## src/power_monitor_control_regs.svh

```systemverilog
// register offsets, field positions and reset values of the power monitor block
// assumes: included by bare name from the design file and the bench
`ifndef POWER_MONITOR_CONTROL_REGS_SVH
`define POWER_MONITOR_CONTROL_REGS_SVH

// ============================================================
// byte offsets on the wishbone slave
`define PMC_CTRL1_OFFSET      4'h0
`define PMC_CTRL2_OFFSET      4'h4
`define PMC_OPT2_OFFSET       4'h8

// ============================================================
// power_monitor_control_1 fields
`define PMC_C1_DET_FLAG_BIT   7
`define PMC_C1_DET_ACK_BIT    6
`define PMC_C1_IRQ_EN_BIT     5
`define PMC_C1_RST_EN_BIT     4
`define PMC_C1_STOP_EN_BIT    3
`define PMC_C1_LOGIC_EN_BIT   2
`define PMC_C1_RSVD_BIT       1
`define PMC_C1_REFBUF_BIT     0
`define PMC_CTRL1_RESET       8'h00

// ============================================================
// power_monitor_control_2 fields
`define PMC_C2_WARN_FLAG_BIT  7
`define PMC_C2_WARN_ACK_BIT   6
`define PMC_C2_DET_TRIP_BIT   5
`define PMC_C2_WARN_TRIP_BIT  4
`define PMC_C2_PPD_FLAG_BIT   3
`define PMC_C2_PPD_ACK_BIT    2
`define PMC_C2_PPD_SEL_BIT    0
`define PMC_CTRL2_RESET       8'h00

// ============================================================
// system_feature_options_2 fields
`define PMC_O2_WDOG_SEL_BIT   7
`define PMC_O2_TIMER_RT_BIT   3
`define PMC_OPT2_RESET        8'h00

`endif

```

## src/power_monitor_control_pkg.sv

```systemverilog
// types shared by the power monitor block and its bench
// assumes: the register header sits beside this file
package power_monitor_control_pkg;
  // ============================================================
  // bus carrier types
  typedef logic [3:0]  bus_addr_t;   // byte address on the slave
  typedef logic [31:0] bus_data_t;   // wishbone data word
  typedef logic [3:0]  bus_sel_t;    // byte lane selects

  // ============================================================
  // slave handshake states
  typedef enum logic {
    BUS_IDLE,
    BUS_ACK
  } bus_state_t;

  // ============================================================
  // decoded register selection
  typedef enum logic [1:0] {
    SEL_NONE,
    SEL_CTRL1,
    SEL_CTRL2,
    SEL_OPT2
  } reg_sel_t;
endpackage

```

## src/power_monitor_control.sv

```systemverilog
// power monitor control and status block behind a classic wishbone slave
// assumes: comparator, stop and wake inputs are synchronous to clk_i;
// por_i is high together with rst_i only for a power-on reset
//
// Behaviour
// detect flag sets on comparator event when enabled
// detect ack write 1 clears flag, reads 0
// interrupt request while flag and irq enable
// reset request when flag rises with reset enable
// stop enable keeps detection running in stop
// logic enable gates flag, irq, reset, stop
// software writes reserved bit 1 as zero
// reference buffer enable drives buffer output
// warning flag sets while supply below warning point
// warning ack clears only if warning absent
// detect trip select picks high or low point
// warning trip select picks high or low point
// trip selects write once, cleared only by power-on
// power-down flag sets on partial power-down wake
// power-down ack write 1 clears flag, reads 0
// power-down select writable once after reset
// watchdog clock select writable once after reset
// timer routing picks shared or dedicated clocks
// any reset clears second register volatile bits
// software acks power-down before touching i/o
// set beats acknowledge in the same cycle
//
// Decided for this implementation: the register addresses and the Wishbone slave port.
`timescale 1ns/10ps
`include "power_monitor_control_regs.svh"

module power_monitor_control (
  input  wire logic                                  clk_i,
  input  wire logic                                  rst_i,
  input  wire logic                                  por_i,
  // wishbone slave
  input  wire logic                                  wb_cyc_i,
  input  wire logic                                  wb_stb_i,
  input  wire logic                                  wb_we_i,
  input  wire power_monitor_control_pkg::bus_addr_t  wb_adr_i,
  input  wire power_monitor_control_pkg::bus_sel_t   wb_sel_i,
  input  wire power_monitor_control_pkg::bus_data_t  wb_dat_i,
  output power_monitor_control_pkg::bus_data_t       wb_dat_o,
  output logic                                       wb_ack_o,
  // analog side
  input  wire logic                                  undervolt_detect_i,
  input  wire logic                                  supply_warning_i,
  input  wire logic                                  stop_mode_i,
  input  wire logic                                  partial_powerdown_wake_i,
  // timer clock pins
  input  wire logic                                  irq_pin_clock_i,
  input  wire logic                                  shared_timer_ext_clock_i,
  input  wire logic                                  timer_one_ext_clock_i,
  input  wire logic                                  timer_two_ext_clock_i,
  // controls toward the chip
  output logic                                       undervolt_irq_o,
  output logic                                       chip_reset_req_o,
  output logic                                       detector_enable_o,
  output logic                                       reference_buffer_enable_o,
  output logic                                       detect_trip_select_o,
  output logic                                       warning_trip_select_o,
  output logic                                       partial_powerdown_select_o,
  output logic                                       watchdog_clock_select_o,
  output logic                                       timer_one_clock_o,
  output logic                                       timer_two_clock_o,
  output logic                                       timer_three_clock_o
);
  import power_monitor_control_pkg::*;

  // ============================================================
  // address decode
  function automatic reg_sel_t decode_addr(input bus_addr_t addr);
    reg_sel_t sel;
    sel = SEL_NONE;
    case (addr)
      `PMC_CTRL1_OFFSET: sel = SEL_CTRL1;
      `PMC_CTRL2_OFFSET: sel = SEL_CTRL2;
      `PMC_OPT2_OFFSET:  sel = SEL_OPT2;
      default:           sel = SEL_NONE;
    endcase
    return sel;
  endfunction

  // ============================================================
  // bus handshake
  bus_state_t bus_state_reg;   // handshake state
  bus_state_t bus_state_next;  // next handshake state
  logic       bus_req;         // new request taken this cycle
  logic       wr_byte;         // write with the low lane enabled
  reg_sel_t   req_sel;         // decoded target of the request
  logic [7:0] wbyte;           // low write byte
  logic       wr_ctrl1;        // write into first control register
  logic       wr_ctrl2;        // write into second control register
  logic       wr_opt2;         // write into option register

  assign bus_req  = wb_cyc_i & wb_stb_i & (bus_state_reg == BUS_IDLE);
  assign wr_byte  = bus_req & wb_we_i & wb_sel_i[0];
  assign req_sel  = decode_addr(wb_adr_i);
  assign wbyte    = wb_dat_i[7:0];
  assign wr_ctrl1 = wr_byte & (req_sel == SEL_CTRL1);
  assign wr_ctrl2 = wr_byte & (req_sel == SEL_CTRL2);
  assign wr_opt2  = wr_byte & (req_sel == SEL_OPT2);

  // next handshake state: one ack cycle per request
  always_comb begin
    bus_state_next = BUS_IDLE;
    case (bus_state_reg)
      BUS_IDLE: begin
        // request seen, answer next cycle
        if (wb_cyc_i && wb_stb_i) begin
          bus_state_next = BUS_ACK;
        end
      end
      BUS_ACK: begin
        // ack lasts one cycle, then back to idle
        bus_state_next = BUS_IDLE;
      end
      default: begin
        bus_state_next = BUS_IDLE;
      end
    endcase
  end

  // handshake state and ack flop
  always_ff @(posedge clk_i) begin
    if (rst_i) begin
      bus_state_reg <= BUS_IDLE;
      wb_ack_o      <= 1'b0;
    end else begin
      bus_state_reg <= bus_state_next;
      wb_ack_o      <= (bus_state_next == BUS_ACK);
    end
  end

  // ============================================================
  // first control register
  logic det_flag_reg;   // undervolt_detect_flag
  logic irq_en_reg;     // undervolt_irq_enable
  logic rst_en_reg;     // undervolt_reset_enable
  logic stop_en_reg;    // undervolt_stop_enable
  logic logic_en_reg;   // undervolt_logic_enable
  logic refbuf_reg;     // reference_buffer_enable
  logic det_active;     // detector running this cycle
  logic det_set;        // detect event taken
  logic det_clr;        // undervolt_detect_ack written as one

  // detection runs when enabled, and in stop only with stop enable
  assign det_active = logic_en_reg & (~stop_mode_i | stop_en_reg);  // see R5
  assign det_set    = det_active & undervolt_detect_i;
  assign det_clr    = wr_ctrl1 & wbyte[`PMC_C1_DET_ACK_BIT];

  // read/write enables; reserved bit is never stored
  always_ff @(posedge clk_i) begin
    if (rst_i) begin
      irq_en_reg   <= 1'(`PMC_CTRL1_RESET >> `PMC_C1_IRQ_EN_BIT);
      rst_en_reg   <= 1'(`PMC_CTRL1_RESET >> `PMC_C1_RST_EN_BIT);
      stop_en_reg  <= 1'(`PMC_CTRL1_RESET >> `PMC_C1_STOP_EN_BIT);
      logic_en_reg <= 1'(`PMC_CTRL1_RESET >> `PMC_C1_LOGIC_EN_BIT);
      refbuf_reg   <= 1'(`PMC_CTRL1_RESET >> `PMC_C1_REFBUF_BIT);
    end else if (wr_ctrl1) begin
      // bit 1 is dropped, software keeps it zero
      irq_en_reg   <= wbyte[`PMC_C1_IRQ_EN_BIT];
      rst_en_reg   <= wbyte[`PMC_C1_RST_EN_BIT];
      stop_en_reg  <= wbyte[`PMC_C1_STOP_EN_BIT];
      logic_en_reg <= wbyte[`PMC_C1_LOGIC_EN_BIT];
      refbuf_reg   <= wbyte[`PMC_C1_REFBUF_BIT];
    end
  end

  // sticky detect flag; a set in the ack cycle wins
  always_ff @(posedge clk_i) begin
    if (rst_i) begin
      det_flag_reg <= 1'b0;
    end else if (det_set) begin
      det_flag_reg <= 1'b1;  // see R1
    end else if (det_clr) begin
      det_flag_reg <= 1'b0;
    end
  end

  // ============================================================
  // second control register
  logic warn_flag_reg;     // supply_warning_flag
  logic det_trip_reg;      // detect_trip_select
  logic warn_trip_reg;     // warning_trip_select
  logic trip_locked_reg;   // trip selects already written since power-on
  logic ppd_flag_reg;      // partial_powerdown_flag
  logic ppd_sel_reg;       // partial_powerdown_select
  logic ppd_locked_reg;    // power-down select already written
  logic warn_clr;          // supply_warning_ack written as one
  logic ppd_clr;           // partial_powerdown_ack written as one

  assign warn_clr = wr_ctrl2 & wbyte[`PMC_C2_WARN_ACK_BIT];
  assign ppd_clr  = wr_ctrl2 & wbyte[`PMC_C2_PPD_ACK_BIT];

  // warning flag: sets while the warning stands, ack needs it gone
  always_ff @(posedge clk_i) begin
    if (rst_i) begin
      warn_flag_reg <= 1'b0;
    end else if (supply_warning_i) begin
      // also catches a supply already low right after reset
      warn_flag_reg <= 1'b1;  // see R9
    end else if (warn_clr) begin
      warn_flag_reg <= 1'b0;
    end
  end

  // trip selects survive every reset except power-on
  always_ff @(posedge clk_i) begin
    if (rst_i && por_i) begin
      det_trip_reg    <= 1'b0;
      warn_trip_reg   <= 1'b0;
      trip_locked_reg <= 1'b0;
    end else if (!rst_i && wr_ctrl2 && !trip_locked_reg) begin
      // first write after power-on is taken, later ones ignored
      det_trip_reg    <= wbyte[`PMC_C2_DET_TRIP_BIT];   // see R11
      warn_trip_reg   <= wbyte[`PMC_C2_WARN_TRIP_BIT];
      trip_locked_reg <= 1'b1;
    end
  end

  // power-down flag: set on wake from partial power-down
  always_ff @(posedge clk_i) begin
    if (rst_i) begin
      ppd_flag_reg <= 1'b0;
    end else if (partial_powerdown_wake_i) begin
      ppd_flag_reg <= 1'b1;  // see R14
    end else if (ppd_clr) begin
      // software acks before touching i/o again
      ppd_flag_reg <= 1'b0;
    end
  end

  // power-down select, write once after any reset
  always_ff @(posedge clk_i) begin
    if (rst_i) begin
      ppd_sel_reg    <= 1'b0;
      ppd_locked_reg <= 1'b0;
    end else if (wr_ctrl2 && !ppd_locked_reg) begin
      ppd_sel_reg    <= wbyte[`PMC_C2_PPD_SEL_BIT];
      ppd_locked_reg <= 1'b1;
    end
  end

  // ============================================================
  // option register
  logic wdog_sel_reg;     // watchdog_clock_select
  logic wdog_locked_reg;  // watchdog select already written
  logic timer_rt_reg;     // timer_clock_routing

  // watchdog select write once, routing freely writable
  always_ff @(posedge clk_i) begin
    if (rst_i) begin
      wdog_sel_reg    <= 1'(`PMC_OPT2_RESET >> `PMC_O2_WDOG_SEL_BIT);
      wdog_locked_reg <= 1'b0;
      timer_rt_reg    <= 1'(`PMC_OPT2_RESET >> `PMC_O2_TIMER_RT_BIT);
    end else if (wr_opt2) begin
      if (!wdog_locked_reg) begin
        wdog_sel_reg    <= wbyte[`PMC_O2_WDOG_SEL_BIT];
        wdog_locked_reg <= 1'b1;
      end
      timer_rt_reg <= wbyte[`PMC_O2_TIMER_RT_BIT];
    end
  end

  // ============================================================
  // read data
  logic [7:0] rbyte;  // low read byte for the decoded register

  // assemble read byte; ack bits and unused bits read zero
  always_comb begin
    rbyte = 8'h00;
    case (req_sel)
      SEL_CTRL1: begin
        rbyte[`PMC_C1_DET_FLAG_BIT] = det_flag_reg;
        rbyte[`PMC_C1_IRQ_EN_BIT]   = irq_en_reg;
        rbyte[`PMC_C1_RST_EN_BIT]   = rst_en_reg;
        rbyte[`PMC_C1_STOP_EN_BIT]  = stop_en_reg;
        rbyte[`PMC_C1_LOGIC_EN_BIT] = logic_en_reg;
        rbyte[`PMC_C1_REFBUF_BIT]   = refbuf_reg;
      end
      SEL_CTRL2: begin
        rbyte[`PMC_C2_WARN_FLAG_BIT] = warn_flag_reg;
        rbyte[`PMC_C2_DET_TRIP_BIT]  = det_trip_reg;
        rbyte[`PMC_C2_WARN_TRIP_BIT] = warn_trip_reg;
        rbyte[`PMC_C2_PPD_FLAG_BIT]  = ppd_flag_reg;
        rbyte[`PMC_C2_PPD_SEL_BIT]   = ppd_sel_reg;
      end
      SEL_OPT2: begin
        rbyte[`PMC_O2_WDOG_SEL_BIT] = wdog_sel_reg;
        rbyte[`PMC_O2_TIMER_RT_BIT] = timer_rt_reg;
      end
      default: begin
        // unmapped address answers zero
        rbyte = 8'h00;
      end
    endcase
  end

  // read data captured when the request is taken
  always_ff @(posedge clk_i) begin
    if (rst_i) begin
      wb_dat_o <= 32'h0000_0000;
    end else if (bus_req) begin
      wb_dat_o <= {24'h00_0000, (wb_we_i ? 8'h00 : rbyte)};  // see R2 see R10
    end
  end

  // ============================================================
  // outputs toward the chip
  always_ff @(posedge clk_i) begin
    if (rst_i) begin
      undervolt_irq_o            <= 1'b0;
      chip_reset_req_o           <= 1'b0;
      detector_enable_o          <= 1'b0;
      reference_buffer_enable_o  <= 1'b0;
      detect_trip_select_o       <= 1'b0;
      warning_trip_select_o      <= 1'b0;
      partial_powerdown_select_o <= 1'b0;
      watchdog_clock_select_o    <= 1'b0;
    end else begin
      undervolt_irq_o            <= det_flag_reg & irq_en_reg & logic_en_reg;  // see R3
      // one-cycle request as the flag goes from zero to one
      chip_reset_req_o           <= det_set & ~det_flag_reg & rst_en_reg & logic_en_reg;
      detector_enable_o          <= det_active;
      reference_buffer_enable_o  <= refbuf_reg;
      detect_trip_select_o       <= det_trip_reg;
      warning_trip_select_o      <= warn_trip_reg;
      partial_powerdown_select_o <= ppd_sel_reg;
      watchdog_clock_select_o    <= wdog_sel_reg;
    end
  end

  // timer clock routing, one flop of delay on every path
  always_ff @(posedge clk_i) begin
    if (rst_i) begin
      timer_one_clock_o   <= 1'b0;
      timer_two_clock_o   <= 1'b0;
      timer_three_clock_o <= 1'b0;
    end else if (timer_rt_reg) begin
      timer_one_clock_o   <= timer_one_ext_clock_i;
      timer_two_clock_o   <= timer_two_ext_clock_i;
      timer_three_clock_o <= shared_timer_ext_clock_i;
    end else begin
      timer_one_clock_o   <= irq_pin_clock_i;
      timer_two_clock_o   <= irq_pin_clock_i;
      timer_three_clock_o <= irq_pin_clock_i;
    end
  end
endmodule

```

## config.mk

```make
export PLATFORM = sky130hd
export DESIGN_NAME = power_monitor_control
export DESIGN_NICKNAME = d
export VERILOG_FILES = /design/src/power_monitor_control_pkg.sv /design/src/power_monitor_control.sv
export VERILOG_INCLUDE_DIRS = /design/src /design/src/src
export SDC_FILE = /design/constraint.sdc
export NUM_CORES = 1
export LEC_CHECK = 0
export BUFFER_PORTS_ARGS = -buffer_cell sky130_fd_sc_hd__buf_2
export CORE_MARGIN = 2
export CORE_UTILIZATION = 39
export DETAILED_ROUTE_END_ITERATION = 8
export PLACE_DENSITY_LB_ADDON = 0.25
export SLEW_MARGIN = 20
export SYNTH_ARGS = -nofsm -noshare
export SYNTH_HDL_FRONTEND = slang
export SYNTH_SLANG_ARGS = --single-unit
export TNS_END_PERCENT = 1
```

## constraint.sdc

```tcl
create_clock -name clk_i -period 1.6 [get_ports clk_i]
set_input_delay 0 -clock clk_i [delete_from_list [all_inputs] [get_ports clk_i]]
set_output_delay 0 -clock clk_i [all_outputs]
set_load 0.05 [all_outputs]
```

==> key figures <==
CTS
  – Clock transition at path regs: 0.07 ns
  – CTS buffer count: 5
  – TritonCTS clock tree: built
  – CTS Sinks: 34
  – Hold buffer count at CTS: 10
  – Total setup buffers inserted after CTS: 0
  – Max clock buf depth: 2
  – Root Buffer: clkbuf_8
  – H-tree levels: 2
  – Clk Latency, worst-skew pair: 0.29 ns
  – Post_cts resized: 0

Synthesis
  – Mapped Area: 0.001619 mm^2
  – Synth Flop Type: dfxtp_1
  – Largest cells by area after synthesis: dfxtp_1, buf_4, nand2b_1
  – Synth Area in Adders: 3.091%
  – Post-synthesis compound-gate area fraction: 9.815%
  – Yosys reg bits: 34
  – Proportion of synthesized area in mux cells: 5.023%
  – Post-synth top area cell: dfxtp_1
  – Synth Area in XOR/XNOR: 0.5410%
  – Most common cell in the synthesized netlist: dfxtp_1
  – Post-synthesis simple-gate area fraction: 22.10%
  – Ys async rst share: 0%
  – Synth top area share: 42.04%
  – YS warnings: 0
  – Mapped Cells: 176
  – Avg Inst Size Synth: 9.199 um^2
  – Post-synth cell types: 36
  – List of most frequent post-synthesis cells: dfxtp_1, buf_4, nand2_1, nand2b_1, a21oi_1
  – EDFF count, synth: 0
  – Sequential fraction of the synthesis area: 42.04%
  – Largest family of logic cells by synthesized area: simple AND/OR/NAND/NOR gates

Timing
  – Final setup viols: 0
  – Final Critical Period: 1.493 ns
  – Max Clk Rate: 0.6698 GHz
  – Max Slew Vio Count: 0
  – Max_slew headroom: 63.56%
  – RSZ-0062 raised after global routing: no
  – Crit share post-route: 93.31%
  – Slew @ Worst Pin: 0.5467 ns
  – Fin. Hold Viols: 0
  – Clock Skew: 0.008226 ns
  – Sum Neg Setup Slack: 0 ns

Critical path
  – Crit path from: wb_adr_i[2]
  – Reg2reg setup slack: 0.15 ns
  – CP max FO: 7
  – Crit path capture type: flip-flop
  – Setup crit start kind: input pin
  – WP data arrival: 1.72 ns
  – CP Class: input pin to flip-flop
  – Required time of the critical path: 1.82 ns
  – FF-to-FF Start: bus_state_reg

Flow run
  – Max Cap Viol: 0

Power and ir drop
  – Total power: 1914 uW
  – Pwr Density: 969.4 mW/mm^2
  – Worst IR Drop VDD: 0.5168 mV
  – Leak: 0.0008868 uW

Place
  – Port Buffers: 43
  – Dpl hpwl: 2401 um
  – Final Wtd Congestion: 0.8388

Global routing
  – First-pass GRT wire length: 4940 um
  – Grt ovf: 0
  – Grt met1 use: 18.69%
  – Global routing met3 resource utilization: 6.086%
  – Global routing usage on met2: 22.12%
  – Pin count of the biggest net entering global routing: 35
  – Antenna violations before repair: 0
  – Vias in the first global route: 1078
  – Total GRT Usage: 14.58%
  – Layer with the highest usage: met2

Cells and area
  – Max reg flops: 6
  – Fin nets: 288
  – Ant. Diodes: 0
  – Largest Register: wb_dat_o
  – Area Overhead vs Synth: 21.95%
  – Finished Core Util: 49.36%
  – Share of layout cells above drive strength 1: 25.11%

Worst hold path
  – Worst hold path type: input pin to flip-flop
  – Worst Min Path Start: stop_mode_i

Route
  – Routed wire length: 3246 um
  – Routed len/inst: 11.55 um
  – Residual DRC: 0
  – Post-DRT Antenna Nets: 0
  – Detailed Routing Iterations Pass 1: 4
  – Initial drt markers: 47
  – Vias: 1282
  – Vias/cell: 4.562

Die
  – # IOs: 98
  – DIE HEIGHT: 68.43 um
  – Die X: 68.43 um
  – # rows: 23
  – Die ar.: 0.004683 mm^2
  – Initial core utilization: 40.48%
  – Core area: 0.004000 mm^2

Outcome
  – Status: completed
## through the flow
stage	worst slack (ns)	instances	hold slack [ns]	instance area, um^2
2_1_floorplan	0.08087	201	0.08099	1713
3_3_place_gp	-0.1315	263	0.2238	1765
3_5_place_dp	-0.1913	263	0.2334	1765
4_1_cts	0.1137	281	0.003027	1974
5_1_grt	0.02592	281	0.01984	1974
6_report	0.1071	281	0.009743	1974
## layout by cell type, fill, tap and decap left out
cell	netlist	layout
a21oi_1	11	11
a21oi_2	1	1
a222oi_1	2	2
a22oi_1	3	3
a311oi_1	2	2
and2_1	1	1
and3_1	1	1
and3b_2	1	1
buf_2	3	43
buf_4	26	2
bufinv_16	0	1
clkbuf_8	0	5
clkinv_2	0	2
conb_1	1	26
dfxtp_1	34	34
dlygate4sd3_1	0	10
ha_1	4	4
inv_1	10	10
mux2_1	1	1
mux2i_1	7	7
nand2_1	15	15
nand2b_1	12	12
nand3_1	4	4
nand3b_4	1	1
nand4_1	1	1
nand4b_1	2	2
nor2_1	5	5
nor2b_1	7	7
nor3_1	1	1
nor4_1	1	1
nor4_2	1	1
o21ai_0	3	3
o21ai_1	1	1
o31ai_1	2	2
or3_1	2	2
or4_1	4	4
or4_4	1	1
xnor2_1	1	1
## cells by family (layout without fill, tap and decap cells)
family                     count (synthesis)  after routing
xor gates and xnor gates                   1              1
other                                      1             26
muxes                                      8              8
AOI/OAI and AO/OA                         25             25
DFF                                       34             34
buffers and inverters                     43             73
adders and majority gates                  4              4
and+or+nand+nor                           60             60
## area by class of cell
| class | count | area (um^2) |
|---|---|---|
| inverters | 10 | 37.54 |
| clock inverters | 3 | 40.04 |
| multi-input cells | 124 | 754.5 |
| fillers | 409 | 2026 |
| flip-flops and latches | 34 | 680.7 |
| clock buffers | 5 | 68.82 |
| well taps | 50 | 62.56 |
| repair buffers | 55 | 330.3 |
## layer usage
layer / routed length [um] / vias up / part of all wire, %
li1: - / 653 / -
met1: 1456 / 584 / 45
met2: 1528 / 42 / 47
met3: 230 / 3 / 7.1
met4: 30 / 0 / 0.92
met5: 0 / - / 0
## power by group
group / switching (uW) / internal (uW)
clock network: 306 / 458
logic: 219 / 68.6
registers: 5.18 / 857
## path summary, 6_finish.rpt
check / end / cells after the start
hold / removal: detector_enable_o / 3
hold reg to reg: wdog_locked_reg / 2
setup reg to reg: wdog_sel_reg / 3
setup / recovery: warn_trip_reg / 8
## critical path, cell delays in order
cell,delay [ns]
buf_2,0.11
xnor2_1,0.11
or3_1,0.35
inv_1,0.10
ha_1,0.30
nand4b_1,0.21
nor4_2,0.31
mux2i_1,0.23
Power figures use the tool's default switching activity.
